--- src/rtl/spl_pkg.sv ---
// Package of constants and carrier types for the software position limit supervisor.
package spl_pkg;

  // ---------------------------------------------------------------------------
  // Object map
  // ---------------------------------------------------------------------------
  localparam logic [15:0] IDX_COMM_EXT_SETUP_3 = 16'h3724;
  localparam logic [15:0] IDX_POSITION_LIMIT   = 16'h607D;
  localparam logic [15:0] IDX_MAX_ACCEL        = 16'h60C5;
  localparam logic [7:0]  SUB_ENTRY_COUNT      = 8'h00;
  localparam logic [7:0]  SUB_NEG_LIMIT        = 8'h01;
  localparam logic [7:0]  SUB_POS_LIMIT        = 8'h02;
  localparam logic [7:0]  LIMIT_ENTRY_COUNT    = 8'h02;

  // ---------------------------------------------------------------------------
  // Fields, reset values and codes
  // ---------------------------------------------------------------------------
  localparam int          TQ_OFFSET_KEEP_BIT   = 7;
  localparam int          STATUS_LIMIT_BIT     = 11;
  localparam logic [15:0] EXT_SETUP_RESET      = 16'h0000;
  localparam logic [31:0] LIMIT_RESET          = 32'h0000_0000;
  localparam logic [31:0] MAX_ACCEL_RESET      = 32'h0000_0000;
  localparam logic [31:0] MAX_ACCEL_FLOOR      = 32'h0000_0001;
  localparam logic [31:0] WORD_ZERO            = 32'h0000_0000;
  localparam logic [31:0] WORD_QUARTER         = 32'h4000_0000;
  localparam logic [2:0]  QS_OPT_RAMP_A        = 3'h2;
  localparam logic [2:0]  QS_OPT_RAMP_B        = 3'h6;

  // Operating modes as carried on the mode input.
  typedef enum logic [3:0] {
    MODE_PROFILE_POSITION = 4'h1,
    MODE_PROFILE_VELOCITY = 4'h3,
    MODE_HOMING           = 4'h6,
    MODE_INTERPOLATED_POS = 4'h7,
    MODE_CYCLIC_SYNC_POS  = 4'h8
  } spl_mode_t;

  // Communication state machine states.
  typedef enum logic [2:0] {
    CSM_INIT    = 3'h1,
    CSM_PRE_OP  = 3'h2,
    CSM_BOOT    = 3'h3,
    CSM_SAFE_OP = 3'h4,
    CSM_OP      = 3'h5
  } spl_csm_t;

  // Coordinate qualification state.
  typedef enum logic [1:0] {
    COORD_UNSET   = 2'b00,
    COORD_HOMING  = 2'b01,
    COORD_FINAL   = 2'b10
  } spl_coord_t;

  // Object write/read request.
  typedef struct packed {
    logic        wr;
    logic        rd;
    logic [15:0] index;
    logic [7:0]  sub;
    logic [31:0] wdata;
  } spl_obj_req_t;

  // Position samples for one control cycle.
  typedef struct packed {
    logic        cycle;
    logic [31:0] actual;
    logic [31:0] command;
    logic        moving;
    logic        dir_pos;
  } spl_pos_t;

  // All state of the supervisor.
  typedef struct packed {
    logic [15:0] ext_setup;
    logic [31:0] neg_limit;
    logic [31:0] pos_limit;
    logic [31:0] max_accel;
    logic [31:0] rdata;
    logic        rvalid;
    spl_coord_t  coord;
    spl_csm_t    csm_last;
    logic [31:0] act_last;
    logic [31:0] cmd_last;
    logic        hist_valid;
    logic        limit_active;
    logic        quick_stop;
    logic        fault;
    logic [15:0] tq_offset;
  } spl_state_t;

endpackage : spl_pkg

--- src/rtl/spl_limit.sv ---
// Software position limit supervisor with its object registers.
`timescale 1ns/1ps
module spl_limit (
  input  wire logic              i_sys_clk,
  input  wire logic              i_rst_n,
  input  wire spl_pkg::spl_obj_req_t i_obj,
  output logic [31:0]            o_obj_rdata,
  output logic                   o_obj_rvalid,
  input  wire spl_pkg::spl_pos_t i_pos,
  input  wire logic [3:0]        i_op_mode,
  input  wire logic [2:0]        i_csm_state,
  input  wire logic              i_abs_encoder,
  input  wire logic              i_homing_busy,
  input  wire logic              i_homing_done,
  input  wire logic              i_servo_on,
  input  wire logic [15:0]       i_torque_offset_obj,
  input  wire logic [2:0]        i_qs_option,
  output logic [31:0]            o_max_accel_eff,
  output logic [15:0]            o_torque_offset_int,
  output logic                   o_status_limit_active,
  output logic                   o_quick_stop_req,
  output logic                   o_block_pos,
  output logic                   o_block_neg,
  output logic                   o_improper_op_fault
);

  // ---------------------------------------------------------------------------
  // Helpers
  // ---------------------------------------------------------------------------
  // A step bigger than a quarter turn of the 32-bit range means the value wrapped.
  function automatic logic wrapped(input logic [31:0] a, input logic [31:0] b);
    logic [31:0] d;
    d = a - b;
    wrapped = ($signed(d) > $signed(spl_pkg::WORD_QUARTER)) ||
              ($signed(d) < -$signed(spl_pkg::WORD_QUARTER));
  endfunction : wrapped

  function automatic logic in_range(input logic [31:0] p, input logic [31:0] lo,
                                    input logic [31:0] hi);
    in_range = ($signed(p) > $signed(lo)) && ($signed(p) < $signed(hi));
  endfunction : in_range

  spl_pkg::spl_state_t st_ff;
  spl_pkg::spl_state_t nxt_st;

  logic mode_ok;
  logic order_ok;
  logic enabled;
  logic at_neg;
  logic at_pos;
  logic wrap_hit;
  logic qs_ramp;
  logic is_lim;
  logic cyc_en;

  // ---------------------------------------------------------------------------
  // Decode
  // ---------------------------------------------------------------------------
  // Enable terms are combinational so a mode or order change gates the blocks
  // at once, while status and quick stop still move only on a control cycle.
  always_comb begin
    mode_ok  = (i_op_mode == spl_pkg::MODE_PROFILE_POSITION) ||
               (i_op_mode == spl_pkg::MODE_INTERPOLATED_POS) ||
               (i_op_mode == spl_pkg::MODE_CYCLIC_SYNC_POS);
    order_ok = $signed(st_ff.neg_limit) < $signed(st_ff.pos_limit);
    enabled  = mode_ok && order_ok && (st_ff.coord == spl_pkg::COORD_FINAL);
    cyc_en   = i_pos.cycle;
    // Positions already carry the home offset, the same basis as the demand.
    at_neg   = $signed(i_pos.actual) <= $signed(st_ff.neg_limit) ||
               $signed(i_pos.command) <= $signed(st_ff.neg_limit);
    at_pos   = $signed(i_pos.actual) >= $signed(st_ff.pos_limit) ||
               $signed(i_pos.command) >= $signed(st_ff.pos_limit);
    wrap_hit = st_ff.hist_valid && (wrapped(i_pos.actual, st_ff.act_last) ||
               wrapped(i_pos.command, st_ff.cmd_last));
    qs_ramp  = (i_qs_option == spl_pkg::QS_OPT_RAMP_A) ||
               (i_qs_option == spl_pkg::QS_OPT_RAMP_B);
    is_lim   = i_obj.index == spl_pkg::IDX_POSITION_LIMIT;
  end

  // ---------------------------------------------------------------------------
  // Next state
  // ---------------------------------------------------------------------------
  always_comb begin
    nxt_st        = st_ff;
    nxt_st.rvalid = 1'b0;

    if (i_obj.wr) begin
      if (i_obj.index == spl_pkg::IDX_COMM_EXT_SETUP_3) begin
        nxt_st.ext_setup = i_obj.wdata[15:0];
      end else if (is_lim && i_obj.sub == spl_pkg::SUB_NEG_LIMIT) begin
        nxt_st.neg_limit = i_obj.wdata;
      end else if (is_lim && i_obj.sub == spl_pkg::SUB_POS_LIMIT) begin
        nxt_st.pos_limit = i_obj.wdata;
      end else if (i_obj.index == spl_pkg::IDX_MAX_ACCEL) begin
        nxt_st.max_accel = i_obj.wdata;
      end
    end
    if (i_obj.rd) begin
      nxt_st.rvalid = 1'b1;
      if (i_obj.index == spl_pkg::IDX_COMM_EXT_SETUP_3) begin
        nxt_st.rdata = {16'h0000, st_ff.ext_setup};
      end else if (is_lim && i_obj.sub == spl_pkg::SUB_ENTRY_COUNT) begin
        nxt_st.rdata = {24'h000000, spl_pkg::LIMIT_ENTRY_COUNT};
      end else if (is_lim && i_obj.sub == spl_pkg::SUB_NEG_LIMIT) begin
        nxt_st.rdata = st_ff.neg_limit;
      end else if (is_lim && i_obj.sub == spl_pkg::SUB_POS_LIMIT) begin
        nxt_st.rdata = st_ff.pos_limit;
      end else if (i_obj.index == spl_pkg::IDX_MAX_ACCEL) begin
        nxt_st.rdata = st_ff.max_accel;
      end else begin
        nxt_st.rdata = spl_pkg::WORD_ZERO;
      end
    end

    // Torque offset internal value while the servo is off.
    if (i_servo_on || st_ff.ext_setup[spl_pkg::TQ_OFFSET_KEEP_BIT]) begin
      nxt_st.tq_offset = i_torque_offset_obj;
    end else begin
      nxt_st.tq_offset = 16'h0000;
    end

    // Coordinate qualification.
    nxt_st.csm_last = spl_pkg::spl_csm_t'(i_csm_state);
    if (i_homing_busy) begin
      nxt_st.coord = spl_pkg::COORD_HOMING;
    end else if (i_homing_done) begin
      nxt_st.coord = spl_pkg::COORD_FINAL;
    end else if (i_abs_encoder) begin
      if (st_ff.coord != spl_pkg::COORD_HOMING) begin
        nxt_st.coord = (i_csm_state >= spl_pkg::CSM_PRE_OP) ?
                       spl_pkg::COORD_FINAL : spl_pkg::COORD_UNSET;
      end
    end else if (st_ff.csm_last == spl_pkg::CSM_INIT &&
                 i_csm_state == spl_pkg::CSM_PRE_OP) begin
      nxt_st.coord = spl_pkg::COORD_UNSET;
    end

    // Once per control cycle: wrap, reach and status evaluation.
    if (cyc_en) begin
      nxt_st.act_last   = i_pos.actual;
      nxt_st.cmd_last   = i_pos.command;
      nxt_st.hist_valid = 1'b1;
      if (enabled && wrap_hit) begin
        nxt_st.fault = 1'b1;
      end
      if (enabled) begin
        nxt_st.limit_active = !in_range(i_pos.actual, st_ff.neg_limit,
                                        st_ff.pos_limit);
        // In cyclic mode the request lands on the next subdivided cycle at worst.
        nxt_st.quick_stop = i_pos.moving && qs_ramp &&
                            ((at_neg && !i_pos.dir_pos) ||
                             (at_pos && i_pos.dir_pos));
      end else begin
        nxt_st.limit_active = 1'b0;
        nxt_st.quick_stop   = 1'b0;
      end
    end
  end

  // ---------------------------------------------------------------------------
  // State register
  // ---------------------------------------------------------------------------
  // The maximum acceleration resets to zero, so the floor applies until written.
  always_ff @(posedge i_sys_clk) begin
    if (!i_rst_n) begin
      st_ff <= '{ext_setup: spl_pkg::EXT_SETUP_RESET,
                 neg_limit: spl_pkg::LIMIT_RESET,
                 pos_limit: spl_pkg::LIMIT_RESET,
                 max_accel: spl_pkg::MAX_ACCEL_RESET,
                 rdata: spl_pkg::WORD_ZERO,
                 rvalid: 1'b0,
                 coord: spl_pkg::COORD_UNSET,
                 csm_last: spl_pkg::CSM_INIT,
                 act_last: spl_pkg::WORD_ZERO,
                 cmd_last: spl_pkg::WORD_ZERO,
                 hist_valid: 1'b0,
                 limit_active: 1'b0,
                 quick_stop: 1'b0,
                 fault: 1'b0,
                 tq_offset: 16'h0000};
    end else begin
      st_ff <= nxt_st;
    end
  end

  // ---------------------------------------------------------------------------
  // Outputs
  // ---------------------------------------------------------------------------
  always_comb begin
    o_obj_rdata           = st_ff.rdata;
    o_obj_rvalid          = st_ff.rvalid;
    o_max_accel_eff       = (st_ff.max_accel == spl_pkg::WORD_ZERO) ?
                            spl_pkg::MAX_ACCEL_FLOOR : st_ff.max_accel;
    o_torque_offset_int   = st_ff.tq_offset;
    o_status_limit_active = st_ff.limit_active;
    o_quick_stop_req      = st_ff.quick_stop;
    // Blocking is held with the status so the axis can only walk back inward.
    o_block_neg           = st_ff.limit_active && enabled &&
                            !($signed(i_pos.actual) > $signed(st_ff.neg_limit));
    o_block_pos           = st_ff.limit_active && enabled &&
                            !($signed(i_pos.actual) < $signed(st_ff.pos_limit));
    o_improper_op_fault   = st_ff.fault;
  end

  // ---------------------------------------------------------------------------
  // Assertions
  // ---------------------------------------------------------------------------
  a_accel_floor: assert property (@(posedge i_sys_clk) disable iff (!i_rst_n)
    o_max_accel_eff != spl_pkg::WORD_ZERO) else $error("max accel effective is zero");

  a_tq_clear: assert property (@(posedge i_sys_clk) disable iff (!i_rst_n)
    !i_servo_on && !st_ff.ext_setup[spl_pkg::TQ_OFFSET_KEEP_BIT]
    |=> o_torque_offset_int == 16'h0000)
    else $error("torque offset not cleared at servo off");

  a_entry_count: assert property (@(posedge i_sys_clk) disable iff (!i_rst_n)
    i_obj.rd && is_lim && i_obj.sub == spl_pkg::SUB_ENTRY_COUNT |=>
    o_obj_rvalid && o_obj_rdata == 32'h0000_0002) else $error("entry count not two");

  a_mode_gate: assert property (@(posedge i_sys_clk) disable iff (!i_rst_n)
    cyc_en && !mode_ok |=> !o_status_limit_active && !o_quick_stop_req)
    else $error("limit active outside position modes");

  a_order_gate: assert property (@(posedge i_sys_clk) disable iff (!i_rst_n)
    cyc_en && !order_ok |=> !o_status_limit_active) else $error("limit active with bad order");

  a_homing_off: assert property (@(posedge i_sys_clk) disable iff (!i_rst_n)
    i_homing_busy ##1 cyc_en |=> !o_status_limit_active)
    else $error("limit active during homing");

  a_init_pre_operational_state: assert property (@(posedge i_sys_clk) disable iff (!i_rst_n)
    !i_abs_encoder && !i_homing_busy && !i_homing_done &&
    st_ff.csm_last == spl_pkg::CSM_INIT && i_csm_state == spl_pkg::CSM_PRE_OP
    |=> st_ff.coord == spl_pkg::COORD_UNSET) else $error("coordinate kept after init to pre-op");

  a_wrap_fault: assert property (@(posedge i_sys_clk) disable iff (!i_rst_n)
    cyc_en && enabled && wrap_hit |=> o_improper_op_fault) else $error("wrap fault missed");

  a_status_hold: assert property (@(posedge i_sys_clk) disable iff (!i_rst_n)
    cyc_en && enabled && !in_range(i_pos.actual, st_ff.neg_limit, st_ff.pos_limit)
    |=> o_status_limit_active) else $error("status bit not set out of range");

  a_qs_start: assert property (@(posedge i_sys_clk) disable iff (!i_rst_n)
    cyc_en && enabled && i_pos.moving && qs_ramp && at_pos && i_pos.dir_pos
    |=> o_quick_stop_req) else $error("quick stop not started at limit");

  // ---------------------------------------------------------------------------
  // Further checks
  // ---------------------------------------------------------------------------
  a_qs_neg_side: assert property (@(posedge i_sys_clk) disable iff (!i_rst_n)
    cyc_en && enabled && i_pos.moving && qs_ramp && at_neg && !i_pos.dir_pos
    |=> o_quick_stop_req)
    else $error("quick stop not started at negative limit");

  a_qs_option: assert property (@(posedge i_sys_clk) disable iff (!i_rst_n)
    cyc_en && !qs_ramp
    |=> !o_quick_stop_req)
    else $error("quick stop without ramp option");

  a_cycle_hold: assert property (@(posedge i_sys_clk) disable iff (!i_rst_n)
    !cyc_en
    |=> $stable(o_status_limit_active) && $stable(o_quick_stop_req))
    else $error("status moved without control cycle");

  a_block_idle: assert property (@(posedge i_sys_clk) disable iff (!i_rst_n)
    !o_status_limit_active
    |-> !o_block_pos && !o_block_neg)
    else $error("motion blocked while inside range");

  a_block_one_way: assert property (@(posedge i_sys_clk) disable iff (!i_rst_n)
    o_block_pos
    |-> !o_block_neg)
    else $error("both directions blocked");

  a_fault_sticky: assert property (@(posedge i_sys_clk) disable iff (!i_rst_n)
    o_improper_op_fault
    |=> o_improper_op_fault)
    else $error("fault dropped before reset");

  a_accel_pass: assert property (@(posedge i_sys_clk) disable iff (!i_rst_n)
    st_ff.max_accel != spl_pkg::WORD_ZERO
    |-> o_max_accel_eff == st_ff.max_accel)
    else $error("nonzero max accel altered");

  a_rvalid_pulse: assert property (@(posedge i_sys_clk) disable iff (!i_rst_n)
    !i_obj.rd
    |=> !o_obj_rvalid)
    else $error("read valid without read");

  a_neg_write: assert property (@(posedge i_sys_clk) disable iff (!i_rst_n)
    i_obj.wr && is_lim && i_obj.sub == spl_pkg::SUB_NEG_LIMIT
    |=> st_ff.neg_limit == $past(i_obj.wdata))
    else $error("negative limit write lost");

  a_pos_write: assert property (@(posedge i_sys_clk) disable iff (!i_rst_n)
    i_obj.wr && is_lim && i_obj.sub == spl_pkg::SUB_POS_LIMIT
    |=> st_ff.pos_limit == $past(i_obj.wdata))
    else $error("positive limit write lost");

  a_tq_follow: assert property (@(posedge i_sys_clk) disable iff (!i_rst_n)
    i_servo_on
    |=> o_torque_offset_int == $past(i_torque_offset_obj))
    else $error("torque offset not following at servo on");

  a_abs_final: assert property (@(posedge i_sys_clk) disable iff (!i_rst_n)
    i_abs_encoder && !i_homing_busy && !i_homing_done &&
    st_ff.coord != spl_pkg::COORD_HOMING && i_csm_state >= spl_pkg::CSM_PRE_OP
    |=> st_ff.coord == spl_pkg::COORD_FINAL)
    else $error("absolute coordinate not final at pre-op");

  a_homed_final: assert property (@(posedge i_sys_clk) disable iff (!i_rst_n)
    !i_homing_busy && i_homing_done
    |=> st_ff.coord == spl_pkg::COORD_FINAL)
    else $error("coordinate not final after homing");

  // Coverage of the main scenarios.
  c_limit_hit: cover property (@(posedge i_sys_clk) o_quick_stop_req);
  c_fault: cover property (@(posedge i_sys_clk) o_improper_op_fault);
  c_block: cover property (@(posedge i_sys_clk) o_block_pos || o_block_neg);
  c_status: cover property (@(posedge i_sys_clk) o_status_limit_active);
  c_homed: cover property (@(posedge i_sys_clk) i_homing_done ##1 st_ff.coord == spl_pkg::COORD_FINAL);

endmodule : spl_limit

--- config.mk ---
export PLATFORM = sky130hd
export DESIGN_NAME = spl_limit
export DESIGN_NICKNAME = d
export VERILOG_FILES = /design/src/rtl/spl_pkg.sv /design/src/rtl/spl_limit.sv
export SDC_FILE = /design/constraint.sdc
export NUM_CORES = 1
export LEC_CHECK = 0
export ABC_AREA = 1
export ABC_CLOCK_PERIOD_IN_PS = 4600
export BUFFER_PORTS_ARGS = -buffer_cell sky130_fd_sc_hd__buf_2
export CAP_MARGIN = 20
export CORE_MARGIN = 4
export CORE_UTILIZATION = 30
export CTS_CLUSTER_DIAMETER = 200
export DETAILED_ROUTE_END_ITERATION = 10
export GPL_ROUTABILITY_DRIVEN = 0
export PLACE_DENSITY = 0.59
export SYNTH_ARGS = -nofsm -noshare
export SYNTH_HDL_FRONTEND = slang
export SYNTH_SLANG_ARGS = --single-unit
--- constraint.sdc ---
create_clock -name i_sys_clk -period 4.6 [get_ports i_sys_clk]
set_clock_uncertainty 0.2 [all_clocks]
set_input_delay 0.23 -clock i_sys_clk [delete_from_list [all_inputs] [get_ports i_sys_clk]]
set_output_delay 0.23 -clock i_sys_clk [all_outputs]
set_load 0.02 [all_outputs]
# [Word level (Yosys, flattened, before mapping)]
# Cells that the tools add are included.
[word_totals] ff_bits=234 input_bits=157 out_inout_bits=86 wordCells=107
[classes] addsub=2 bitwise=4 eq_ne=16 reduce_logical=43 magnitude_cmp=12 muxes=14
[ops] op="$mux W32" n=6
[ops] op="$ge A32 B32 Y1" n=2
[ops] op="$gt A32 B32 Y1 const B" n=2
[ops] op="$le A32 B32 Y1" n=2
[ops] op="$lt A32 B31 Y1 const B" n=2
[ops] op="$lt A32 B32 Y1" n=2
[ops] op="$sub A32 B32 Y32" n=2
[ops] op="$eq A16 B15 Y1 const B" n=2
[ops] op="$gt A32 B32 Y1" n=1
[ops] op="$logic_not A32 Y1" n=1
[ops] op="$eq A16 B14 Y1 const B" n=1
[ops] op="$logic_and A1 B1 Y1" n=16
[ops] op="$mux W2" n=6
[ops] op="$logic_or A1 B1 Y1" n=10
[ops] op="$reduce_and A2 Y1" n=5
[ops] op="$eq A8 B1 Y1 const B" n=1
[ops] op="$eq A8 B2 Y1 const B" n=1
[ops] op="$logic_not A8 Y1" n=1
[ops] op="$eq A3 B2 Y1 const B" n=2
[ops] op="$reduce_and A5 Y1" n=1
[ops] op="$eq A4 B1 Y1 const B" n=1
[ops] op="$eq A4 B3 Y1 const B" n=1
[ops] op="$eq A4 B4 Y1 const B" n=1
[ops] op="$logic_not A1 Y1" n=4
[ops] op="other kinds (14)" n=18

# [Depth between registers and ports, before layout]
[logic_depth] depth_word=7 mapped_depth=23 mapped_depth_nobuf=23

# [Worst setup path before layout]
# Ideal clock, no wire load.
[synth_timing] kind="input port to flip-flop" start="in i_pos[34] (netlist bit)" end="reg st_ff, in the netlist o_improper_op_fault" required_time_ps=4258 path_stages=21 arrival_ps=2096 setup_time_ps=142 n_path_buf=0 slack_ps=2163 cell_sequence="inv_1 > ha_1 > fa_1 > inv_1 > nand2_1 > nand2_1 > nand3_1 > nand2_2 > nand2_1 > nand2_2 > nand2_1 > nand3_1 > nand2_1 > nor2_1 > nand2_1 > nor2_1 > nand2_1 > nand2_1 > nand3_2 > nand3_2 > a21oi_2"
[synth_via] elab_chain_len=7 word_cells_on_any_way=8 classes_between="1 x add/sub; 2 x order compare; 5 x reduce/logical"
[synth_lines] element="start, declared" line_no="spl_limit.sv:9" text="input wire spl_pkg::spl_pos_t i_pos,"
[synth_lines] element="$sub A32 B32 Y32 (*)" line_no="spl_limit.sv:33" text="d = a - b;"
[synth_lines] element="$gt A32 B32 Y1 / $lt A32 B31 Y1 (equally long branches)" line_no="spl_limit.sv:34, spl_limit.sv:35"
[synth_lines] element="$logic_or A1 B1 Y1 (*)" line_no="spl_limit.sv:34" text="wrapped = ($signed(d) > $signed(spl_pkg::WORD_QUARTER)) ||"
[synth_lines] element="$logic_or A1 B1 Y1 (*)" line_no="spl_limit.sv:73" text="wrap_hit = st_ff.hist_valid && (wrapped(i_pos.actual, st_ff.act_last) ||"
[synth_lines] element="$logic_and A1 B1 Y1 (*)" line_no="spl_limit.sv:73"
[synth_lines] element="$logic_and A1 B1 Y1 (*)" line_no="spl_limit.sv:143" text="if (enabled && wrap_hit) begin"
[synth_lines] element="$reduce_and A2 Y1 (no source line) (*)"
[synth_lines] element="end signal, assigned" line_no="spl_limit.sv:166" text="st_ff <= '{ext_setup: spl_pkg::EXT_SETUP_RESET,"
[synth_lines] element="end signal, assigned" line_no="spl_limit.sv:182" text="st_ff <= nxt_st;"
[synth_lines] element="end, declared" line_no="spl_limit.sv:43" text="spl_pkg::spl_state_t st_ff;"
# Every way passes the cells marked *; elsewhere a longest branch is shown, timed or not.
# A chain may end at the register's enable or synchronous reset.

# [Worst setup path in the final report]
[layout_timing] start="reg st_ff[217] (netlist bit)" end="out o_block_neg"
[layout_via] elab_chain_len=5 word_cells_on_any_way=7 classes_between="2 x order compare; 5 x reduce/logical"
[layout_lines] element="$lt A32 B32 Y1" line_no="spl_limit.sv:65" text="order_ok = $signed(st_ff.neg_limit) < $signed(st_ff.pos_limit);"
[layout_lines] element="$logic_and A1 B1 Y1 (2 in a row)" line_no="spl_limit.sv:66" text="enabled = mode_ok && order_ok && (st_ff.coord == spl_pkg::COORD_FINAL);"
[layout_lines] element="$logic_and A1 B1 Y1" line_no="spl_limit.sv:198" text="o_block_neg = st_ff.limit_active && enabled &&"
[layout_lines] element="$logic_and A1 B1 Y1 (*)" line_no="spl_limit.sv:198"
[layout_lines] element="end, declared" line_no="spl_limit.sv:23" text="output logic o_block_neg,"
# Marks and branches as above.

==> metrics.txt <==
Setup Viol. Count Final=0; Final TNS setup=0 ns; reg2reg start=st_ff[20]; switching share of power=roughly a third; layout cells sized above 1=13.2%; num rows=90; CP Class=reg2out; final cycle utilization of the critical path=76.1%; Seq/Total Area, Yosys=25.7%; Pre-antenna DRT Iters=8; min Tclk post-route=3.50 ns; Final Net Count=3409; DRT iter0 DRCs=1197; Worst Path Required=4.17 ns; worst-path cell chain=inv_1, ha_1, nand4_1, nor3_2, nor4b_1, o21ai_1, nand2_1, nand2_1, a31oi_1, buf_2; vias in the first global route=~18000; Hold WS=0.0234 ns; Layout Utilization=a little under two fifths; DRC Markers=0; cells after synthesis=2756; startpoint types=flip-flop; sequential share of power=roughly 36%; PortBufs=about 240; slowest stage delay, CP=0.41 ns; Multi-input gate area=11100 sq um; Initial Utilization=between 30% and 40%; crit end category=output pin; slowest cell on the critical path=nor4b_1; Worst R2R Path Depth=18; clk_lat worst skew=0.60 ns; sink of the worst hold path=o_obj_rdata[1]; Int Power=0.00396 W; Die Height=255 um; warnings from Yosys=0; hold path startpoint=i_obj[53]; r2r setup slk=around 1.7 ns; H-tree levels=1; Routed WL=between 60000 and 70000 um; Critical Path AT=3.07 ns; achievable frequency=286 MHz; Final WS setup=1.10 ns; clock power share=between 40% and 50%; first-pass GRT wire length=roughly 98000 um; CTS Root Cell=clkbuf_16; largest net degree at the start of global routing=123; cell depth of the worst min-delay path=6; synthesized flop and latch total=roughly 230; CTS Sinks=around 230; Slew Limit Fails=0; GRT Overall Usage=19.1%; # IOs=243; Die ar.=64800 sq um; Main synth FF type=dfxtp_1; Fin. Hold Viols=0; DRT antenna net count=0; actual slew at the worst max-slew pin=0.805 ns; combinational share of power=around a quarter; CP max FO=5; Sw Pwr=0.00191 W; via-per-instance ratio=4.84; total grt overflow=0; hold crit path type=in2reg; RSZ-0062 raised after global routing=false; async set-reset flop share out of synthesis=0%; setup bufs post-CTS=0; CTS tree=yes; VDD IR max=297 uV; Net Count, Synth=around 3100; Post-synth EDFFs=0; Die Width=255 um; hpwl dp=50100 um; worst reg2reg endpoint=o_improper_op_fault; Pleak=about 11 nW; core area=~60000 sq um; FF+latch area=4680 sq um; Final Power=0.00587 W; clock buffer depth=3; Avg Inst Size Synth=6.61 sq um; post-place setup slack=about 1.5 ns; Area Overhead vs Synth=21.5%; initial antenna violation count=1; Power Dens Cells=about 260 nW/um^2; status=complete, no violations; wire per inst=~17 um; max capacitance violation total=0; Reg clk slew, reported paths=0.06 ns; mapped cell area=18200 sq um; Via Count=approximately 19000; crit-path most repeated cell=nand2_1; # fillers=6400; cts bufs inserted=29; slew margin rel.=roughly 46%; distinct cell type count of the synthesized netlist=57
metal layers:
metal | vias to the layer above | routed length (um) | GRT usage, %
met5 | - | 0 | 0
met4 | 0 | 1320 | 3.86
met3 | 78 | 4540 | 4.06
met2 | 502 | 28000 | 30.9
met1 | 8432 | 29400 | 26.3
li1 | 9541 | - | -
cell families (layout without fill, tap and decap cells):
family,Yosys count,in the layout,synth area share [%]
buf+inv,606,901,13.7
compound gates,603,603,19.1
other cells,0,1,0
xor+xnor,9,9,0.474
flops,234,234,25.7
simple gates,1081,1081,25.6
fa+ha+maj,223,223,15.4
power by group through the flow:
stage / combinational, W / clock, W / sequential (W)
after floorplan: 0.000911 / 0 / 0.00214
after global placement: 0.00128 / 0 / 0.00214
after detailed placement: 0.00129 / 0 / 0.00214
after CTS: 0.00139 / 0.00241 / 0.00210
after global routing: 0.00159 / 0.00250 / 0.00210
final: 0.00141 / 0.00236 / 0.00210
worst max path at each step:
stage	from	to	slack (ns)	cells past startpoint
2_1_floorplan	i_pos[34]	o_improper_op_fault	2.16	21
3_3_place_gp	i_pos[2]	o_improper_op_fault	1.50	20
5_1_grt	st_ff[217]	o_block_neg	0.85	10
6_report	st_ff[217]	o_block_neg	1.10	10
3_5_place_dp	i_pos[2]	o_improper_op_fault	1.47	20
4_1_cts	st_ff[217]	o_block_neg	1.04	10
synthesized netlist by cell type (2+ instances only):
cell | count | area [sq um]
or2_2 | 3 | 18.8
clkbuf_1 | 78 | 293
o21bai_1 | 10 | 75.1
o21ai_1 | 6 | 30.0
buf_2 | 18 | 90.1
o22ai_1 | 18 | 113
nand3_2 | 7 | 70.1
nand4_1 | 36 | 225
nor2_1 | 183 | 687
buf_1 | 5 | 18.8
inv_1 | 442 | 1660
a21oi_1 | 287 | 1440
o21a_1 | 10 | 75.1
nor3b_1 | 2 | 15.0
nor2_4 | 3 | 33.8
a21o_1 | 3 | 22.5
nor3_2 | 2 | 20.0
buf_4 | 53 | 398
nor4_1 | 14 | 87.6
a221oi_1 | 2 | 17.5
clkbuf_2 | 2 | 10.0
xnor2_1 | 4 | 35.0
a211oi_1 | 7 | 52.6
fa_1 | 2 | 40.0
o21ai_0 | 173 | 866
nand2_1 | 630 | 2360
ha_1 | 221 | 2770
o211ai_1 | 8 | 60.1
nor4b_1 | 3 | 26.3
and3_1 | 5 | 31.3
nand2_2 | 22 | 138
xor2_1 | 4 | 35.0
nor2_2 | 12 | 75.1
nand3_1 | 117 | 586
dfxtp_1 | 234 | 4680
a211oi_2 | 28 | 350
inv_2 | 6 | 22.5
o221ai_1 | 16 | 140
nor3_1 | 24 | 120
nor3_4 | 2 | 32.5
nand3b_1 | 11 | 82.6
a31oi_1 | 25 | 156
clkinv_1 | 2 | 7.51
a21oi_2 | 3 | 26.3
sequential cells by signal (all words and copies together), names as in the netlist:
signal                 flops
o_improper_op_fault        1
st_ff                    182
o_quick_stop_req           1
o_obj_rvalid               1
o_status_limit_active      1
o_torque_offset_int       16
o_obj_rdata               32
layout make-up:
class	instances	area share [%]
multi-input cells	1916	49.9
inverters	450	7.63
repair buffers	398	12.5
clock buffers	37	3.64
clock inverters	16	0.746
well taps	782	4.42
diodes	1	0.0113
flip-flops and latches	234	21.2
per-stage QoR:
stage               cell area, sq um  instances
CTS                            22100       3830
floorplan                      18200       2756
finish                         22100       3834
global route                   22100       3833
detailed placement             19700       3635
global placement               19700       3635
worst max-delay path, delay by kind of cell, from the launching register on:
family | cells | cell delay, ns
AO/OA/AOI/OAI | 2 | 0.42
adder cells (fa/ha/maj) | 1 | 0.37
buffers and inverters | 2 | 0.32
flip-flops | 1 | 0.35
AND/OR/NAND/NOR | 5 | 1.00
repair_timing:
item	CTS	global route
endpoints found under the hold margin	201	4
resized for setup	0	0
hold buffers	142	1
cell usage in the layout, fill, tap and decap left out, types with 28 or more instances in the layout:
cell type | synthesis | routed
clkbuf_16 | 0 | 29
inv_1 | 442 | 440
nand3_1 | 117 | 117
a211oi_2 | 28 | 28
nor2_1 | 183 | 183
dlygate4sd3_1 | 0 | 143
buf_2 | 18 | 240
o21ai_0 | 173 | 173
nand2_1 | 630 | 630
dfxtp_1 | 234 | 234
nand4_1 | 36 | 36
ha_1 | 221 | 221
a21oi_1 | 287 | 287
Note: power is estimated with default switching activity, not from simulation.
